--- config.mk ---
export PLATFORM = sky130hd
export DESIGN_NAME = ckm_clock_mode_ctrl
export DESIGN_NICKNAME = d
export VERILOG_FILES = /design/src/rtl/ckm_pkg.sv /design/src/rtl/ckm_clock_mode_ctrl.sv /design/src/rtl/ckm_sync.sv /design/src/rtl/ckm_ratio.sv
export VERILOG_INCLUDE_DIRS = /design/src /design/src/rtl
export SDC_FILE = /design/constraint.sdc
export NUM_CORES = 1
export LEC_CHECK = 0
export BUFFER_PORTS_ARGS = -buffer_cell sky130_fd_sc_hd__buf_2
export CORE_UTILIZATION = 33
export CTS_CLUSTER_DIAMETER = 40
export DETAILED_ROUTE_END_ITERATION = 8
export PLACE_DENSITY = 0.68
export SLEW_MARGIN = 20
export SYNTH_ARGS = -nofsm -noshare
export SYNTH_HDL_FRONTEND = slang
export SYNTH_SLANG_ARGS = --single-unit
export TNS_END_PERCENT = 20
--- constraint.sdc ---
create_clock -name aclk -period 2.8 [get_ports aclk]
set_clock_uncertainty 0.15 [all_clocks]
set_input_delay 0.42 -clock aclk [delete_from_list [all_inputs] [get_ports aclk]]
set_output_delay 0.42 -clock aclk [all_outputs]
set_load 0.005 [all_outputs]
--- src/rtl/ckm_defines.svh ---
// Register offsets, field positions, reset values and fixed counts of the clock mode control.
`ifndef CKM_DEFINES_SVH
`define CKM_DEFINES_SVH
`define CKM_OFF_CTRL1 8'h00
`define CKM_OFF_CTRL2 8'h04
`define CKM_OFF_CTRL3 8'h08
`define CKM_OFF_STATUS 8'h0c
`define CKM_OFF_TEST 8'h10
`define CKM_CTRL1_CS_HI 7
`define CKM_CTRL1_CS_LO 6
`define CKM_CTRL1_RCODE_HI 5
`define CKM_CTRL1_RCODE_LO 3
`define CKM_CTRL1_IREF 2
`define CKM_CTRL2_LOWP 3
`define CKM_CTRL3_PLLSEL 6
`define CKM_CTRL3_D32SEL 4
`define CKM_CTRL3_VCOD_HI 3
`define CKM_CTRL3_VCOD_LO 0
`define CKM_STAT_LOCK 6
`define CKM_STAT_PLLFLG 5
`define CKM_STAT_CST_HI 3
`define CKM_STAT_CST_LO 2
`define CKM_TEST_MAXTUNE 5
`define CKM_TEST_RANGE 0
`define CKM_RST_CTRL1 8'h04
`define CKM_RST_CTRL2 8'h00
`define CKM_RST_CTRL3 8'h01
`define CKM_RST_TEST 8'h00
`define CKM_CS_EXT 2'h2
`define CKM_CS_INT 2'h1
`define CKM_MULT_LOW_DEF 11'h200
`define CKM_MULT_LOW_TUNE 11'h260
`define CKM_MULT_MID_DEF 11'h400
`define CKM_MULT_MID_TUNE 11'h4c0
`define CKM_FLL_DIV_SHIFT 4'h5
`define CKM_RESP_OKAY 2'h0
`define CKM_RESP_SLVERR 2'h2
`endif

--- src/rtl/ckm_pkg.sv ---
// Types shared by the clock mode control modules.
package ckm_pkg;
    typedef enum logic [7:0] {
        CKM_FEI = 8'h01,
        CKM_FEE = 8'h02,
        CKM_FBINT = 8'h04,
        CKM_FBEXT = 8'h08,
        CKM_PBEXT = 8'h10,
        CKM_PENG = 8'h20,
        CKM_LPINT = 8'h40,
        CKM_LPEXT = 8'h80
    } ckm_mode_t;

    typedef struct packed {
        logic [3:0] s1;
        logic [3:0] s2;
        logic [3:0] s3;
        logic [3:0] stable;
    } ckm_sync_t;

    typedef struct packed {
        logic aw_got;
        logic w_got;
        logic [7:0] awaddr;
        logic [7:0] wdata;
        logic wlane0;
        logic bvalid;
        logic [1:0] bresp;
        logic rvalid;
        logic [1:0] rresp;
        logic [7:0] rdata;
        logic [1:0] clk_src;
        logic [2:0] rcode;
        logic int_ref;
        logic lowp;
        logic pll_sel;
        logic d32_sel;
        logic [3:0] vcod;
        logic max_tune;
        logic range_sel;
        logic pll_eff;
        ckm_mode_t mode;
        logic [10:0] mult;
        logic [12:0] refdiv;
        logic [3:0] vco_out;
    } ckm_state_t;
endpackage

--- src/rtl/ckm_clock_mode_ctrl.sv ---
// Clock generator mode control with oscillator range controls behind an AXI4-Lite slave.
//
// Our own choices: the register offsets and register access over AXI4-Lite.
`timescale 1ns/10ps
`include "ckm_defines.svh"
// Functional notes
// - Max-tune bit 5 picks default 25% range or maximum-frequency tuning.
// - Range status shows the oscillator range only after synchronisation.
// - Range status reads zero in both low-power bypass modes and both PLL modes.
// - Range select 0 is low range, 1 is mid range.
// - Range select writes are ignored while low-power or loop select is set.
// - Factor is 512, 608, 1024 or 1216 from range and tuning.
// - Source select %10 switches the system clock to the external reference.
// - Source select %01 switches to the internal reference, bypassed internal mode.
// - Clock status bits 3:2 show the clock really feeding the output.
// - Low-power set from PLL-bypassed external gives low-power external; clearing leaves it.
// - Loop select clear picks the FLL; code %011 with divide-by-32 set then divides 256.
// - Divide-by-32 bit remaps the divider to the FLL ratio.
// - With loop select clear the VCO divider has no effect.
// - In low-power external mode a loop select change waits until low power is cleared.
// - Loop status flag bit 5 clears once the FLL is the loop source.
// - The FLL keeps running in the bypass modes without low power, and stops in both low-power modes; lock flag is bit 6.
module ckm_clock_mode_ctrl
    import ckm_pkg::*;
(
    input wire logic aclk,
    input wire logic aresetn,
    input wire logic [7:0] s_axi_awaddr,
    input wire logic [2:0] s_axi_awprot,
    input wire logic s_axi_awvalid,
    output logic s_axi_awready,
    input wire logic [31:0] s_axi_wdata,
    input wire logic [3:0] s_axi_wstrb,
    input wire logic s_axi_wvalid,
    output logic s_axi_wready,
    output logic [1:0] s_axi_bresp,
    output logic s_axi_bvalid,
    input wire logic s_axi_bready,
    input wire logic [7:0] s_axi_araddr,
    input wire logic [2:0] s_axi_arprot,
    input wire logic s_axi_arvalid,
    output logic s_axi_arready,
    output logic [31:0] s_axi_rdata,
    output logic [1:0] s_axi_rresp,
    output logic s_axi_rvalid,
    input wire logic s_axi_rready,
    input wire logic osc_range_ind,
    input wire logic fll_lock_ind,
    input wire logic [1:0] mux_source_ind,
    output logic [1:0] clock_source_select,
    output logic internal_ref_sel,
    output logic low_power_bypass,
    output logic pll_loop_active,
    output logic range_select,
    output logic max_tune_sel,
    output logic [10:0] fll_mult,
    output logic [12:0] ref_div_ratio,
    output logic [3:0] vco_div_out,
    output logic fll_enable,
    output ckm_mode_t clock_mode
);
    ckm_state_t st_r;
    ckm_state_t st_nxt;

    logic [3:0] sync_out;
    logic range_sync;
    logic lock_sync;
    logic [1:0] src_status;
    logic range_view;

    logic [10:0] mult_dec;
    logic [12:0] div_dec;

    logic aw_hs;
    logic w_hs;
    logic ar_hs;
    logic do_write;
    logic [7:0] wr_addr;
    logic [7:0] wr_data;
    logic wr_lane0;

    // Oscillator range, lock and mux status come from outside the bus clock domain.
    ckm_sync u_sync (
        .aclk(aclk),
        .aresetn(aresetn),
        .async_in({mux_source_ind, fll_lock_ind, osc_range_ind}),
        .stable_out(sync_out)
    );

    // Split of the synchronised status bits.
    assign range_sync = sync_out[0];
    assign lock_sync = sync_out[1];
    assign src_status = sync_out[3:2];

    // Ratio decode from the current register state.
    ckm_ratio u_ratio (
        .range_sel(st_r.range_sel),
        .max_tune(st_r.max_tune),
        .rcode(st_r.rcode),
        .fll_sel(!st_r.pll_eff),
        .d32_sel(st_r.d32_sel),
        .mult(mult_dec),
        .refdiv(div_dec)
    );

    // Mode reached from the source select, low-power bit and effective loop choice.
    function automatic ckm_mode_t mode_of(input logic [1:0] cs, input logic iref,
                                          input logic lowp, input logic pll,
                                          input ckm_mode_t cur);
        case (cs)
            2'h0: mode_of = pll ? CKM_PENG : (iref ? CKM_FEI : CKM_FEE);
            `CKM_CS_INT: mode_of = lowp ? CKM_LPINT : CKM_FBINT;
            `CKM_CS_EXT: mode_of = lowp ? CKM_LPEXT : (pll ? CKM_PBEXT : CKM_FBEXT);
            default: mode_of = cur;
        endcase
    endfunction

    // Range status is not valid in the bypassed low-power and PLL modes.
    assign range_view = (st_r.mode == CKM_LPINT || st_r.mode == CKM_LPEXT ||
                         st_r.mode == CKM_PBEXT || st_r.mode == CKM_PENG) ? 1'b0 : range_sync;

    // Bus handshakes; each channel is refused while its word or response is pending.
    assign s_axi_awready = !st_r.aw_got && !st_r.bvalid;
    assign s_axi_wready = !st_r.w_got && !st_r.bvalid;
    assign s_axi_arready = !st_r.rvalid;
    assign aw_hs = s_axi_awvalid && s_axi_awready;
    assign w_hs = s_axi_wvalid && s_axi_wready;
    assign ar_hs = s_axi_arvalid && s_axi_arready;

    // A write takes effect once address and data are both held, in either order.
    assign do_write = (st_r.aw_got || aw_hs) && (st_r.w_got || w_hs) && !st_r.bvalid;
    assign wr_addr = st_r.aw_got ? st_r.awaddr : s_axi_awaddr;
    assign wr_data = st_r.w_got ? st_r.wdata : s_axi_wdata[7:0];
    assign wr_lane0 = st_r.w_got ? st_r.wlane0 : s_axi_wstrb[0];

    // Next-state logic for bus slave, register file and mode tracking.
    always_comb begin
        st_nxt = st_r;
        if (aw_hs) begin
            st_nxt.aw_got = 1'b1;
            st_nxt.awaddr = s_axi_awaddr;
        end
        if (w_hs) begin
            st_nxt.w_got = 1'b1;
            st_nxt.wdata = s_axi_wdata[7:0];
            st_nxt.wlane0 = s_axi_wstrb[0];
        end
        if (st_r.bvalid && s_axi_bready) begin
            st_nxt.bvalid = 1'b0;
        end
        if (do_write) begin
            st_nxt.aw_got = 1'b0;
            st_nxt.w_got = 1'b0;
            st_nxt.bvalid = 1'b1;
            st_nxt.bresp = `CKM_RESP_OKAY;
            case (wr_addr)
                `CKM_OFF_CTRL1: begin
                    if (wr_lane0) begin
                        st_nxt.clk_src = wr_data[`CKM_CTRL1_CS_HI:`CKM_CTRL1_CS_LO];
                        st_nxt.rcode = wr_data[`CKM_CTRL1_RCODE_HI:`CKM_CTRL1_RCODE_LO];
                        st_nxt.int_ref = wr_data[`CKM_CTRL1_IREF];
                    end
                end
                `CKM_OFF_CTRL2: begin
                    if (wr_lane0) begin
                        st_nxt.lowp = wr_data[`CKM_CTRL2_LOWP];
                    end
                end
                `CKM_OFF_CTRL3: begin
                    if (wr_lane0) begin
                        st_nxt.pll_sel = wr_data[`CKM_CTRL3_PLLSEL];
                        st_nxt.d32_sel = wr_data[`CKM_CTRL3_D32SEL];
                        st_nxt.vcod = wr_data[`CKM_CTRL3_VCOD_HI:`CKM_CTRL3_VCOD_LO];
                    end
                end
                `CKM_OFF_STATUS: begin
                    st_nxt.bresp = `CKM_RESP_OKAY;
                end
                `CKM_OFF_TEST: begin
                    // Test bits 5 and 0 are stored; range select only while low power and loop select are clear.
                    if (wr_lane0) begin
                        st_nxt.max_tune = wr_data[`CKM_TEST_MAXTUNE];
                        if (!st_r.lowp && !st_r.pll_sel) begin
                            st_nxt.range_sel = wr_data[`CKM_TEST_RANGE];
                        end
                    end
                end
                default: begin
                    st_nxt.bresp = `CKM_RESP_SLVERR;
                end
            endcase
        end
        if (st_r.rvalid && s_axi_rready) begin
            st_nxt.rvalid = 1'b0;
        end
        if (ar_hs) begin
            st_nxt.rvalid = 1'b1;
            st_nxt.rresp = `CKM_RESP_OKAY;
            case (s_axi_araddr)
                `CKM_OFF_CTRL1: st_nxt.rdata = {st_r.clk_src, st_r.rcode, st_r.int_ref, 2'h0};
                `CKM_OFF_CTRL2: st_nxt.rdata = {4'h0, st_r.lowp, 3'h0};
                `CKM_OFF_CTRL3: st_nxt.rdata = {1'b0, st_r.pll_sel, 1'b0, st_r.d32_sel, st_r.vcod};
                `CKM_OFF_STATUS: begin
                    st_nxt.rdata = {1'b0, lock_sync, st_r.pll_eff, 1'b0, src_status, 2'h0};
                end
                `CKM_OFF_TEST: st_nxt.rdata = {2'h0, st_r.max_tune, 4'h0, range_view};
                default: begin
                    st_nxt.rdata = 8'h00;
                    st_nxt.rresp = `CKM_RESP_SLVERR;
                end
            endcase
        end
        // In low power the loop choice is only prepared; it applies once low power is left.
        if (!st_r.lowp) begin
            st_nxt.pll_eff = st_r.pll_sel;
        end
        st_nxt.mode = mode_of(st_r.clk_src, st_r.int_ref, st_r.lowp, st_r.pll_eff, st_r.mode);
        st_nxt.mult = mult_dec;
        st_nxt.refdiv = div_dec;
        st_nxt.vco_out = st_r.pll_eff ? st_r.vcod : 4'h0;
    end

    // State register with synchronous reset.
    always_ff @(posedge aclk) begin
        if (!aresetn) begin
            st_r <= '0;
            st_r.clk_src <= 2'(`CKM_RST_CTRL1 >> `CKM_CTRL1_CS_LO);
            st_r.rcode <= 3'(`CKM_RST_CTRL1 >> `CKM_CTRL1_RCODE_LO);
            st_r.int_ref <= 1'(`CKM_RST_CTRL1 >> `CKM_CTRL1_IREF);
            st_r.lowp <= 1'(`CKM_RST_CTRL2 >> `CKM_CTRL2_LOWP);
            st_r.pll_sel <= 1'(`CKM_RST_CTRL3 >> `CKM_CTRL3_PLLSEL);
            st_r.d32_sel <= 1'(`CKM_RST_CTRL3 >> `CKM_CTRL3_D32SEL);
            st_r.vcod <= 4'(`CKM_RST_CTRL3);
            st_r.max_tune <= 1'(`CKM_RST_TEST >> `CKM_TEST_MAXTUNE);
            st_r.range_sel <= 1'(`CKM_RST_TEST);
            st_r.mode <= CKM_FEI;
            st_r.mult <= `CKM_MULT_LOW_DEF;
            st_r.refdiv <= 13'h0001;
        end else begin
            st_r <= st_nxt;
        end
    end

    // Bus outputs and clock controls, all from the state register.
    assign s_axi_bresp = st_r.bresp;
    assign s_axi_bvalid = st_r.bvalid;
    assign s_axi_rdata = {24'h000000, st_r.rdata};
    assign s_axi_rresp = st_r.rresp;
    assign s_axi_rvalid = st_r.rvalid;
    assign clock_source_select = st_r.clk_src;
    assign internal_ref_sel = st_r.int_ref;
    assign low_power_bypass = st_r.lowp;
    assign pll_loop_active = st_r.pll_eff;
    assign range_select = st_r.range_sel;
    assign max_tune_sel = st_r.max_tune;
    assign fll_mult = st_r.mult;
    assign ref_div_ratio = st_r.refdiv;
    assign vco_div_out = st_r.vco_out;
    assign fll_enable = !st_r.lowp || st_r.clk_src == 2'h0;
    assign clock_mode = st_r.mode;

    a_range_zero: assert property (@(posedge aclk) disable iff (!aresetn)
        (ar_hs && s_axi_araddr == `CKM_OFF_TEST &&
         st_r.mode inside {CKM_LPINT, CKM_LPEXT, CKM_PBEXT, CKM_PENG}) |=> !s_axi_rdata[0])
        else $error("range status not zero in bypass mode");

    a_range_lock: assert property (@(posedge aclk) disable iff (!aresetn)
        (do_write && wr_addr == `CKM_OFF_TEST && (st_r.lowp || st_r.pll_sel))
        |=> $stable(st_r.range_sel))
        else $error("range select changed while locked");

    a_mult_mid: assert property (@(posedge aclk) disable iff (!aresetn)
        (st_r.range_sel && st_r.max_tune) ##1 (st_r.range_sel && st_r.max_tune)
        |=> fll_mult == 11'h4c0)
        else $error("mid tuned factor wrong");

    a_fll_div: assert property (@(posedge aclk) disable iff (!aresetn)
        (!st_r.pll_eff && st_r.d32_sel && st_r.rcode == 3'h3) |=> ref_div_ratio == 13'h0100)
        else $error("fll divider not 256");

    a_vco_ignore: assert property (@(posedge aclk) disable iff (!aresetn)
        !st_r.pll_eff |=> vco_div_out == 4'h0)
        else $error("vco divider used with fll");

    a_src_ext: assert property (@(posedge aclk) disable iff (!aresetn)
        (do_write && wr_addr == `CKM_OFF_CTRL1 && wr_lane0 && wr_data[7:6] == 2'h2)
        |=> clock_source_select == 2'h2 ##1 (st_r.lowp || clock_mode != CKM_FEI))
        else $error("external source not selected");

    a_lowp_hold: assert property (@(posedge aclk) disable iff (!aresetn)
        (st_r.lowp && $stable(st_r.lowp)) |=> $stable(st_r.pll_eff))
        else $error("loop choice changed in low power");

    a_pll_flag: assert property (@(posedge aclk) disable iff (!aresetn)
        (ar_hs && s_axi_araddr == `CKM_OFF_STATUS) |=> s_axi_rvalid && s_axi_rdata[5] == $past(st_r.pll_eff))
        else $error("loop status flag wrong");

    // Bus answer, ratio, source and loop checks.
    a_bus_answer: assert property (@(posedge aclk) disable iff (!aresetn)
        do_write |=> s_axi_bvalid)
        else $error("write answer missing");

    a_mult_low: assert property (@(posedge aclk) disable iff (!aresetn)
        (!st_r.range_sel && !st_r.max_tune) |=> fll_mult == 11'h200)
        else $error("low default factor wrong");

    a_pll_div: assert property (@(posedge aclk) disable iff (!aresetn)
        (st_r.pll_eff && st_r.rcode == 3'h3) |=> ref_div_ratio == 13'h0008)
        else $error("pll divider not 8");

    a_vco_pass: assert property (@(posedge aclk) disable iff (!aresetn)
        st_r.pll_eff |=> vco_div_out == $past(st_r.vcod))
        else $error("vco divider not passed");

    a_src_int: assert property (@(posedge aclk) disable iff (!aresetn)
        (do_write && wr_addr == `CKM_OFF_CTRL1 && wr_lane0 && wr_data[7:6] == 2'h1)
        |=> clock_source_select == 2'h1)
        else $error("internal source not selected");

    a_mode_int: assert property (@(posedge aclk) disable iff (!aresetn)
        (st_r.clk_src == `CKM_CS_INT && !st_r.lowp) |=> clock_mode == CKM_FBINT)
        else $error("internal bypass mode missing");

    a_lock_flag: assert property (@(posedge aclk) disable iff (!aresetn)
        (ar_hs && s_axi_araddr == `CKM_OFF_STATUS) |=> s_axi_rdata[6] == $past(lock_sync))
        else $error("lock flag wrong");

    a_fll_run: assert property (@(posedge aclk) disable iff (!aresetn)
        !st_r.lowp |-> fll_enable)
        else $error("fll stopped while bypassed");
endmodule

--- src/rtl/ckm_sync.sv ---
// Three-stage synchroniser with agreement filter for the oscillator-side status inputs.
`timescale 1ns/10ps
module ckm_sync
    import ckm_pkg::*;
(
    input wire logic aclk,
    input wire logic aresetn,
    input wire logic [3:0] async_in,
    output logic [3:0] stable_out
);
    ckm_sync_t st_r;
    ckm_sync_t st_nxt;

    // The first stage feeds only the second; a change counts once stages two and three agree.
    always_comb begin
        st_nxt = st_r;
        st_nxt.s1 = async_in;
        st_nxt.s2 = st_r.s1;
        st_nxt.s3 = st_r.s2;
        for (int i = 0; i < 4; i++) begin
            if (st_r.s2[i] == st_r.s3[i]) begin
                st_nxt.stable[i] = st_r.s3[i];
            end
        end
    end

    // State register with synchronous reset.
    always_ff @(posedge aclk) begin
        if (!aresetn) begin
            st_r <= '0;
        end else begin
            st_r <= st_nxt;
        end
    end

    assign stable_out = st_r.stable;
endmodule

--- src/rtl/ckm_ratio.sv ---
// Loop multiplication factor and reference divider decode.
`timescale 1ns/10ps
`include "ckm_defines.svh"
module ckm_ratio
    import ckm_pkg::*;
(
    input wire logic range_sel,
    input wire logic max_tune,
    input wire logic [2:0] rcode,
    input wire logic fll_sel,
    input wire logic d32_sel,
    output logic [10:0] mult,
    output logic [12:0] refdiv
);
    // Factor chosen by range and tuning.
    function automatic logic [10:0] mult_of(input logic rs, input logic mt);
        case ({rs, mt})
            2'h0: mult_of = `CKM_MULT_LOW_DEF;
            2'h1: mult_of = `CKM_MULT_LOW_TUNE;
            2'h2: mult_of = `CKM_MULT_MID_DEF;
            default: mult_of = `CKM_MULT_MID_TUNE;
        endcase
    endfunction

    // The loop divides by two to the code; the frequency loop adds five more halvings when divide-by-32 is set.
    function automatic logic [12:0] div_of(input logic [2:0] code, input logic fll,
                                           input logic d32);
        logic [3:0] sh;
        sh = {1'b0, code};
        if (fll && d32) begin
            sh = sh + `CKM_FLL_DIV_SHIFT;
        end
        div_of = 13'h0001 << sh;
    endfunction

    // Combinational decode of both ratios.
    assign mult = mult_of(range_sel, max_tune);
    assign refdiv = div_of(rcode, fll_sel, d32_sel);
endmodule

=== Word-level counts from Yosys, hierarchy flattened ===
Index checks and enable logic that the tools add are counted.

* Flip-flop bits (word level): 101
* Input bits: 69
* Word-level logic and storage cells: 113

* Add/sub/neg operators: 1
* Equality and inequality tests: 20
* Shift operators: 1
* Multiplexer cells: 19
* Bitwise logic cells: 1
* Reduce and logical (&&, ||, !) cells: 40

{| class="wikitable"
|+ Operators by type and width
! operator !! count
|-
| 8-bit case mux with 5 select lines || 1
|-
| 11-bit case mux with 3 select lines || 1
|-
| 8-bit by 4-bit == test with 1-bit output (second input constant) || 4
|-
| 8-bit by 5-bit == test with 1-bit output (second input constant) || 3
|-
| 8-bit two-way mux || 3
|-
| 8-bit case mux with 3 select lines || 1
|-
| 8-bit by 3-bit == test with 1-bit output (second input constant) || 2
|-
| 8-bit zero test || 2
|-
| 1-bit by 4-bit left shift with 13-bit output (first input constant) || 1
|-
| 3-bit AND reduction || 4
|-
| 1-bit logical AND || 11
|-
| 11-bit two-way mux || 1
|-
| 5-bit OR reduction || 2
|-
| 8-bit by 6-bit == test with 1-bit output (second input constant) || 1
|-
| 8-bit by 7-bit == test with 1-bit output (second input constant) || 1
|-
| 8-bit == test (second input constant) || 1
|-
| 1-bit zero test || 7
|-
| 7-bit two-way mux || 1
|-
| 1-bit logical OR || 6
|-
| 2-bit two-way mux || 3
|-
| 6-bit two-way mux || 1
|-
| 5-bit two-way mux || 1
|-
| 3-bit by 3-bit adder with 4-bit output (second input constant) || 1
|-
| 1-bit == test || 4
|-
| other kinds (12) || 19
|}

=== Depth between registers and ports, before layout ===
* Word-level depth: 7
* Gate-level depth with buffers: 6

=== Cells and area by module ===
Synthesis repeated with hierarchy kept, for this count alone.

* Cell total of the unflattened synthesis: 524
* Area total of the unflattened synthesis: 4,802.1 sq um

{| class="wikitable"
|+ By module, submodules not included
! module !! instances !! cells each !! area each (sq um) !! seq. area each (sq um)
|-
| ckm_clock_mode_ctrl || 1 || 430 || 3,952.5 || 1,661.6
|-
| ckm_sync || 1 || 45 || 511.7 || 320.3
|-
| ckm_ratio || 1 || 49 || 337.8 || 0.0
|}

=== Least setup slack after synthesis ===
No wires, ideal clock.

* Path kind: input -> register
* Start: input port s_axi_awaddr[0]
* End: register st_r (netlist bit clock_source_select[1])
* Setup time: 134 ps
* Arrival: 1,832 ps
* Path slack: 684 ps
* Cell stages on the path: 5
* Cell sequence: or3_1 -> a2111oi_4 -> nand4_4 -> a211oi_1 -> a211oi_1

* Longest elaborated chain between the ends: 3

{| class="wikitable"
|+ Ends and longest elaborated chain
! element !! RTL line !! text
|-
| from (decl) || ckm_clock_mode_ctrl.sv:28 || <nowiki>input wire logic [7:0] s_axi_awaddr,</nowiki>
|-
| 8-bit two-way mux || ckm_clock_mode_ctrl.sv:132 || <nowiki>assign wr_addr = st_r.aw_got ? st_r.awaddr : s_axi_awaddr;</nowiki>
|-
| 8-bit zero test || ckm_clock_mode_ctrl.sv:156 || <nowiki>case (wr_addr)</nowiki>
|-
| 3-bit AND reduction (no line) || -- ||
|-
| to (signal assigned) || ckm_clock_mode_ctrl.sv:240 || <nowiki>st_r <= st_nxt;</nowiki>
|-
| to (decl) || ckm_clock_mode_ctrl.sv:62 || <nowiki>ckm_state_t st_r;</nowiki>
|}

Every way passes these cells.
A chain may end at the register's enable or synchronous reset.

=== Worst setup path in the final report ===
* Start: register st_r[84] (netlist name)
* End: register st_r (netlist bit clock_source_select[1])

* Longest elaborated chain between the ends: 7

{| class="wikitable"
|+ Ends and longest elaborated chain
! element !! RTL line !! text
|-
| 1-bit zero test || ckm_clock_mode_ctrl.sv:123 || <nowiki>assign s_axi_awready = !st_r.aw_got && !st_r.bvalid;</nowiki>
|-
| 1-bit logical AND || ckm_clock_mode_ctrl.sv:123 ||
|-
| 1-bit logical AND || ckm_clock_mode_ctrl.sv:126 || <nowiki>assign aw_hs = s_axi_awvalid && s_axi_awready;</nowiki>
|-
| 1-bit logical OR || ckm_clock_mode_ctrl.sv:131 || <nowiki>assign do_write = (st_r.aw_got || aw_hs) && (st_r.w_got || w_hs) && !st_r.bvalid;</nowiki>
|-
| 1-bit logical AND (2 in a row) || ckm_clock_mode_ctrl.sv:131 ||
|-
| 3-bit AND reduction (no line) * || -- ||
|}

Every way passes the cells marked *; elsewhere a longest branch is shown, timed or not.

==> metrics.md <==
| Metric | Value |
|---|---|
| Status | completed |
| Final #Nets | 597 |
| Worst r2r dst | clock_source_select[1]$_SDFFE_PN0P_ |
| Crit path time final | 2.52 ns |
| Worst R2R Setup Slack | 0.28 ns |
| Total GRT Usage | 0.143 |
| CTS Buffer Depth | 2 |
| Asr flop ratio synth | 0 |
| Simple-gate share of the synthesized area | 0.205 |
| Syn_area_per_cell | 8.73 um^2 |
| FF-to-FF path depth | 5 |
| Net Switching | 0.000715 W |
| DRT Wirelength | 9040 um |
| Vias in the first global route | 2890 |
| Clk sinks | 93 |
| Crit path max fanout | 13 |
| Setup Viol. Count Final | 0 |
| DRT Pass-1 Iters | 4 |
| Worst Path Buf+Inv | 0 |
| Worst Hold Path EP | s_axi_rvalid$_SDFFE_PN0P_ |
| CP startpoint | st_r[84]$_SDFFE_PP0P_ |
| Fin crit share | 0.899 |
| Crit. End Element | register |
| Clock Root Buffer | clkbuf_16 |
| Main combinational cell family by area after synthesis | simple AND/OR/NAND/NOR gates |
| Sw Ratio | 0.257 |
| Pre-CTS WS | 0.329 ns |
| Final hold viol count | 0 |
| Setup CP Type | reg2reg |
| Final non-filler cell total | 696 |
| Synth Flop Type | dfxtp_1 |
| Adder-cell share of the synthesized area | 0.0148 |
| Max-cap violations | 0 |
| Worst path slowest cell | dfxtp_1 |
| FP Rows | 40 |
| Hold_ws | 0.0973 ns |
| Number of I/O pins | 154 |
| WP data arrival | 2.59 ns |
| Crit-path most repeated cell | a211oi_1 |
| Hold buffer count at cts | 0 |
| Hold Path Class | in2reg |
| PostCTS Resize Cnt | 0 |
| P per Cell Area | 595 mW/mm^2 |
| Largest delay share family, worst path | compound AO/OA/AOI/OAI gates |
| IO buf count | 88 |
| CP Cell Sequence | or3b_1 -> a2111oi_4 -> nand4_4 -> a211oi_1 -> a211oi_1 |
| Synthesized area | 0.00423 mm^2 |
| Avg Vias per Cell | 4.58 |
| Placed Instances | 680 |
| Via count | 3189 |
| Critical Path Start Type | register |
| Largest net degree at the start of global routing | 34 |
| Yosys warnings | 0 |
| Seq pwr share | 0.498 |
| DIE HEIGHT | 115 um |
| CTS tree | built |
| Fraction of layout cells with a size suffix above 1 | 0.218 |
| Global-route wire length before repair | 14200 um |
| Worst vdd ir | 0.260 mV |
| Post-detail-place hpwl | 6630 um |
| Synth unique cells | 45 |
| Critical path required time | 2.87 ns |
| Slew @ Worst Pin | 0.563 ns |
| Register area share after synthesis | 0.441 |
| Setup TNS | 0 ns |
| Remaining antenna violation count | 0 |
| Internal Power | 0.00206 W |
| Yosys reg bits | 93 |
| P_leak | 2.10 nW |
| WHS Path Cells | 2 |
| Largest stage delay, worst path | 0.62 ns |
| Compound-cell area share of the yosys netlist | 0.112 |
| Share of the synthesized area in the top cell type | 0.441 |
| Synth area leaders | dfxtp_1, buf_4, nand2_1 |
| Slew headroom | 0.624 |
| Die ar. | 0.0133 mm^2 |
| Clk Latency, worst-skew pair | 0.35 ns |
| Gr ovfl total | 0 |
| Ant diodes | 0 |
| EDFF count, synth | 0 |
| Post-synth top area cell | dfxtp_1 |
| Starting density of the core | 0.345 |
| PnR worst setup slack | 0.282 ns |
| Hold_sp | s_axi_rready |
| Logic pwr share | 0.082 |
| RSZ-0062 raised after global routing | no |
| Clock power share | 0.420 |
| Mux cell area share after synthesis | 0.0651 |
| Initial antenna violation count | 0 |
| Wire per inst | 13.0 um |
| Area Overhead vs Synth | 10.5% |
| Core area | 0.0123 mm^2 |
| 1st-iter DRT viols | 172 |
| Max Clk Rate | 0.397 GHz |
| Post-CTS setup buffer count | 0 |
| Mapped Cells | 484 |
| Cts bufs inserted | 9 |
| H-Tree Depth | 3 |
| Clk slew on worst S/H paths | 0.07 ns |
| Remaining DRCs | 0 |
| XOR/XNOR Fraction of Synth Area | 0.00207 |
| Die W | 115 um |
| Max-slew violations | 0 |
| Critical R2R Launch | st_r[84]$_SDFFE_PP0P_ |
| GPL Wtd Cong | 0.788 |
-- placed cells by master (no fill, tap or decap), types with 9 or more instances in the layout --
cell       synthesis  final
dfxtp_1           93     93
buf_2              1     88
nand2_1           61     61
nor2_1            46     46
a21oi_1           40     40
conb_1             1     32
and2_1            15     15
mux2i_1           14     14
mux2_1            10     10
nand3_1            9      9
clkbuf_16          0      9
-- worst max-delay path by stage --
| stage | to | slack, ns | depth (start not counted) |
|---|---|---|---|
| final | clock_source_select[1]$_SDFFE_PN0P_ | 0.28 | 5 |
| after detailed placement | clock_source_select[1]$_SDFFE_PN0P_ | 0.33 | 5 |
| after global placement | clock_source_select[1]$_SDFFE_PN0P_ | 0.35 | 6 |
| after global routing | clock_source_select[1]$_SDFFE_PN0P_ | 0.12 | 5 |
| after floorplan | clock_source_select[1]$_SDFFE_PN0P_ | 0.68 | 5 |
| after CTS | clock_source_select[1]$_SDFFE_PN0P_ | 0.30 | 5 |
-- per-layer routing --
layer	GRT usage	wire [um]	up-vias
met5	0	0	-
met3	0.0601	726	11
met4	0.0528	138	0
met2	0.229	4130	117
li1	-	-	1610
met1	0.172	4050	1451
-- worst register-to-register path: stages, from the launching register on --
cell and delay [ns]:
dfxtp_1 0.62, or3b_1 0.45, a2111oi_4 0.51, nand4_4 0.31, a211oi_1 0.29, a211oi_1 0.08
-- power groups by stage --
stage                     registers [W]  clock network [W]  logic [W]
after floorplan                 0.00140                  0   0.000193
after global placement          0.00141                  0   0.000220
after detailed placement        0.00141                  0   0.000227
after CTS                       0.00138            0.00120   0.000228
after global routing            0.00139            0.00127   0.000258
final                           0.00138            0.00117   0.000227
-- cell type report --
cell class	count	area, um^2
Fill cell	1269	7590
Sequential cell	93	1860
Multi-Input combinational cell	317	1810
Timing Repair Buffer	91	463
Clock buffer	9	225
Tap cell	168	210
Clock inverter	7	61.3
Inverter	11	41.3
-- kinds of logic after synthesis --
| kind of cell | after synthesis |
|---|---|
| and+or+nand+nor | 177 |
| DFF | 93 |
| other | 1 |
| adders and majority gates | 5 |
| muxes | 25 |
| AOI/OAI and AO/OA | 77 |
| buffers and inverters | 105 |
| xor gates and xnor gates | 1 |
-- cells in the mapped netlist (4+ instances only) --
library cell / instances
dfxtp_1: 93
and3_1: 6
nand3_1: 9
nand4_1: 6
inv_1: 7
mux2_1: 10
mux2i_1: 14
o21ai_0: 8
a31oi_1: 4
a211oi_1: 6
nand2_1: 61
ha_1: 5
clkbuf_1: 18
inv_2: 4
nor2b_1: 5
nor3_1: 5
nor4_1: 6
nor2_1: 46
buf_4: 74
o21ai_1: 4
nand2b_1: 5
and2_1: 15
a21oi_1: 40
-- through the flow --
stage,utilization,instance area (um^2),power (W)
global route,0.381,4670,0.00292
finish,0.381,4670,0.00278
detailed placement,0.357,4380,0.00164
floorplan,-,4340,0.00160
global placement,0.357,4380,0.00163
CTS,0.381,4670,0.00281
-- state kept, by name, indices dropped and copies added, names as in the netlist --
register / cells
s_axi_bvalid: 1
internal_ref_sel: 1
s_axi_bresp: 1
range_select: 1
clock_mode: 8
fll_mult: 5
st_r: 28
s_axi_rresp: 1
vco_div_out: 4
max_tune_sel: 1
u_sync.st_r: 4
s_axi_rvalid: 1
u_sync.st_nxt: 8
pll_loop_active: 1
s_axi_rdata: 8
u_sync.stable_out: 4
clock_source_select: 2
ref_div_ratio: 13
low_power_bypass: 1
(Power assumes the default switching activity.)
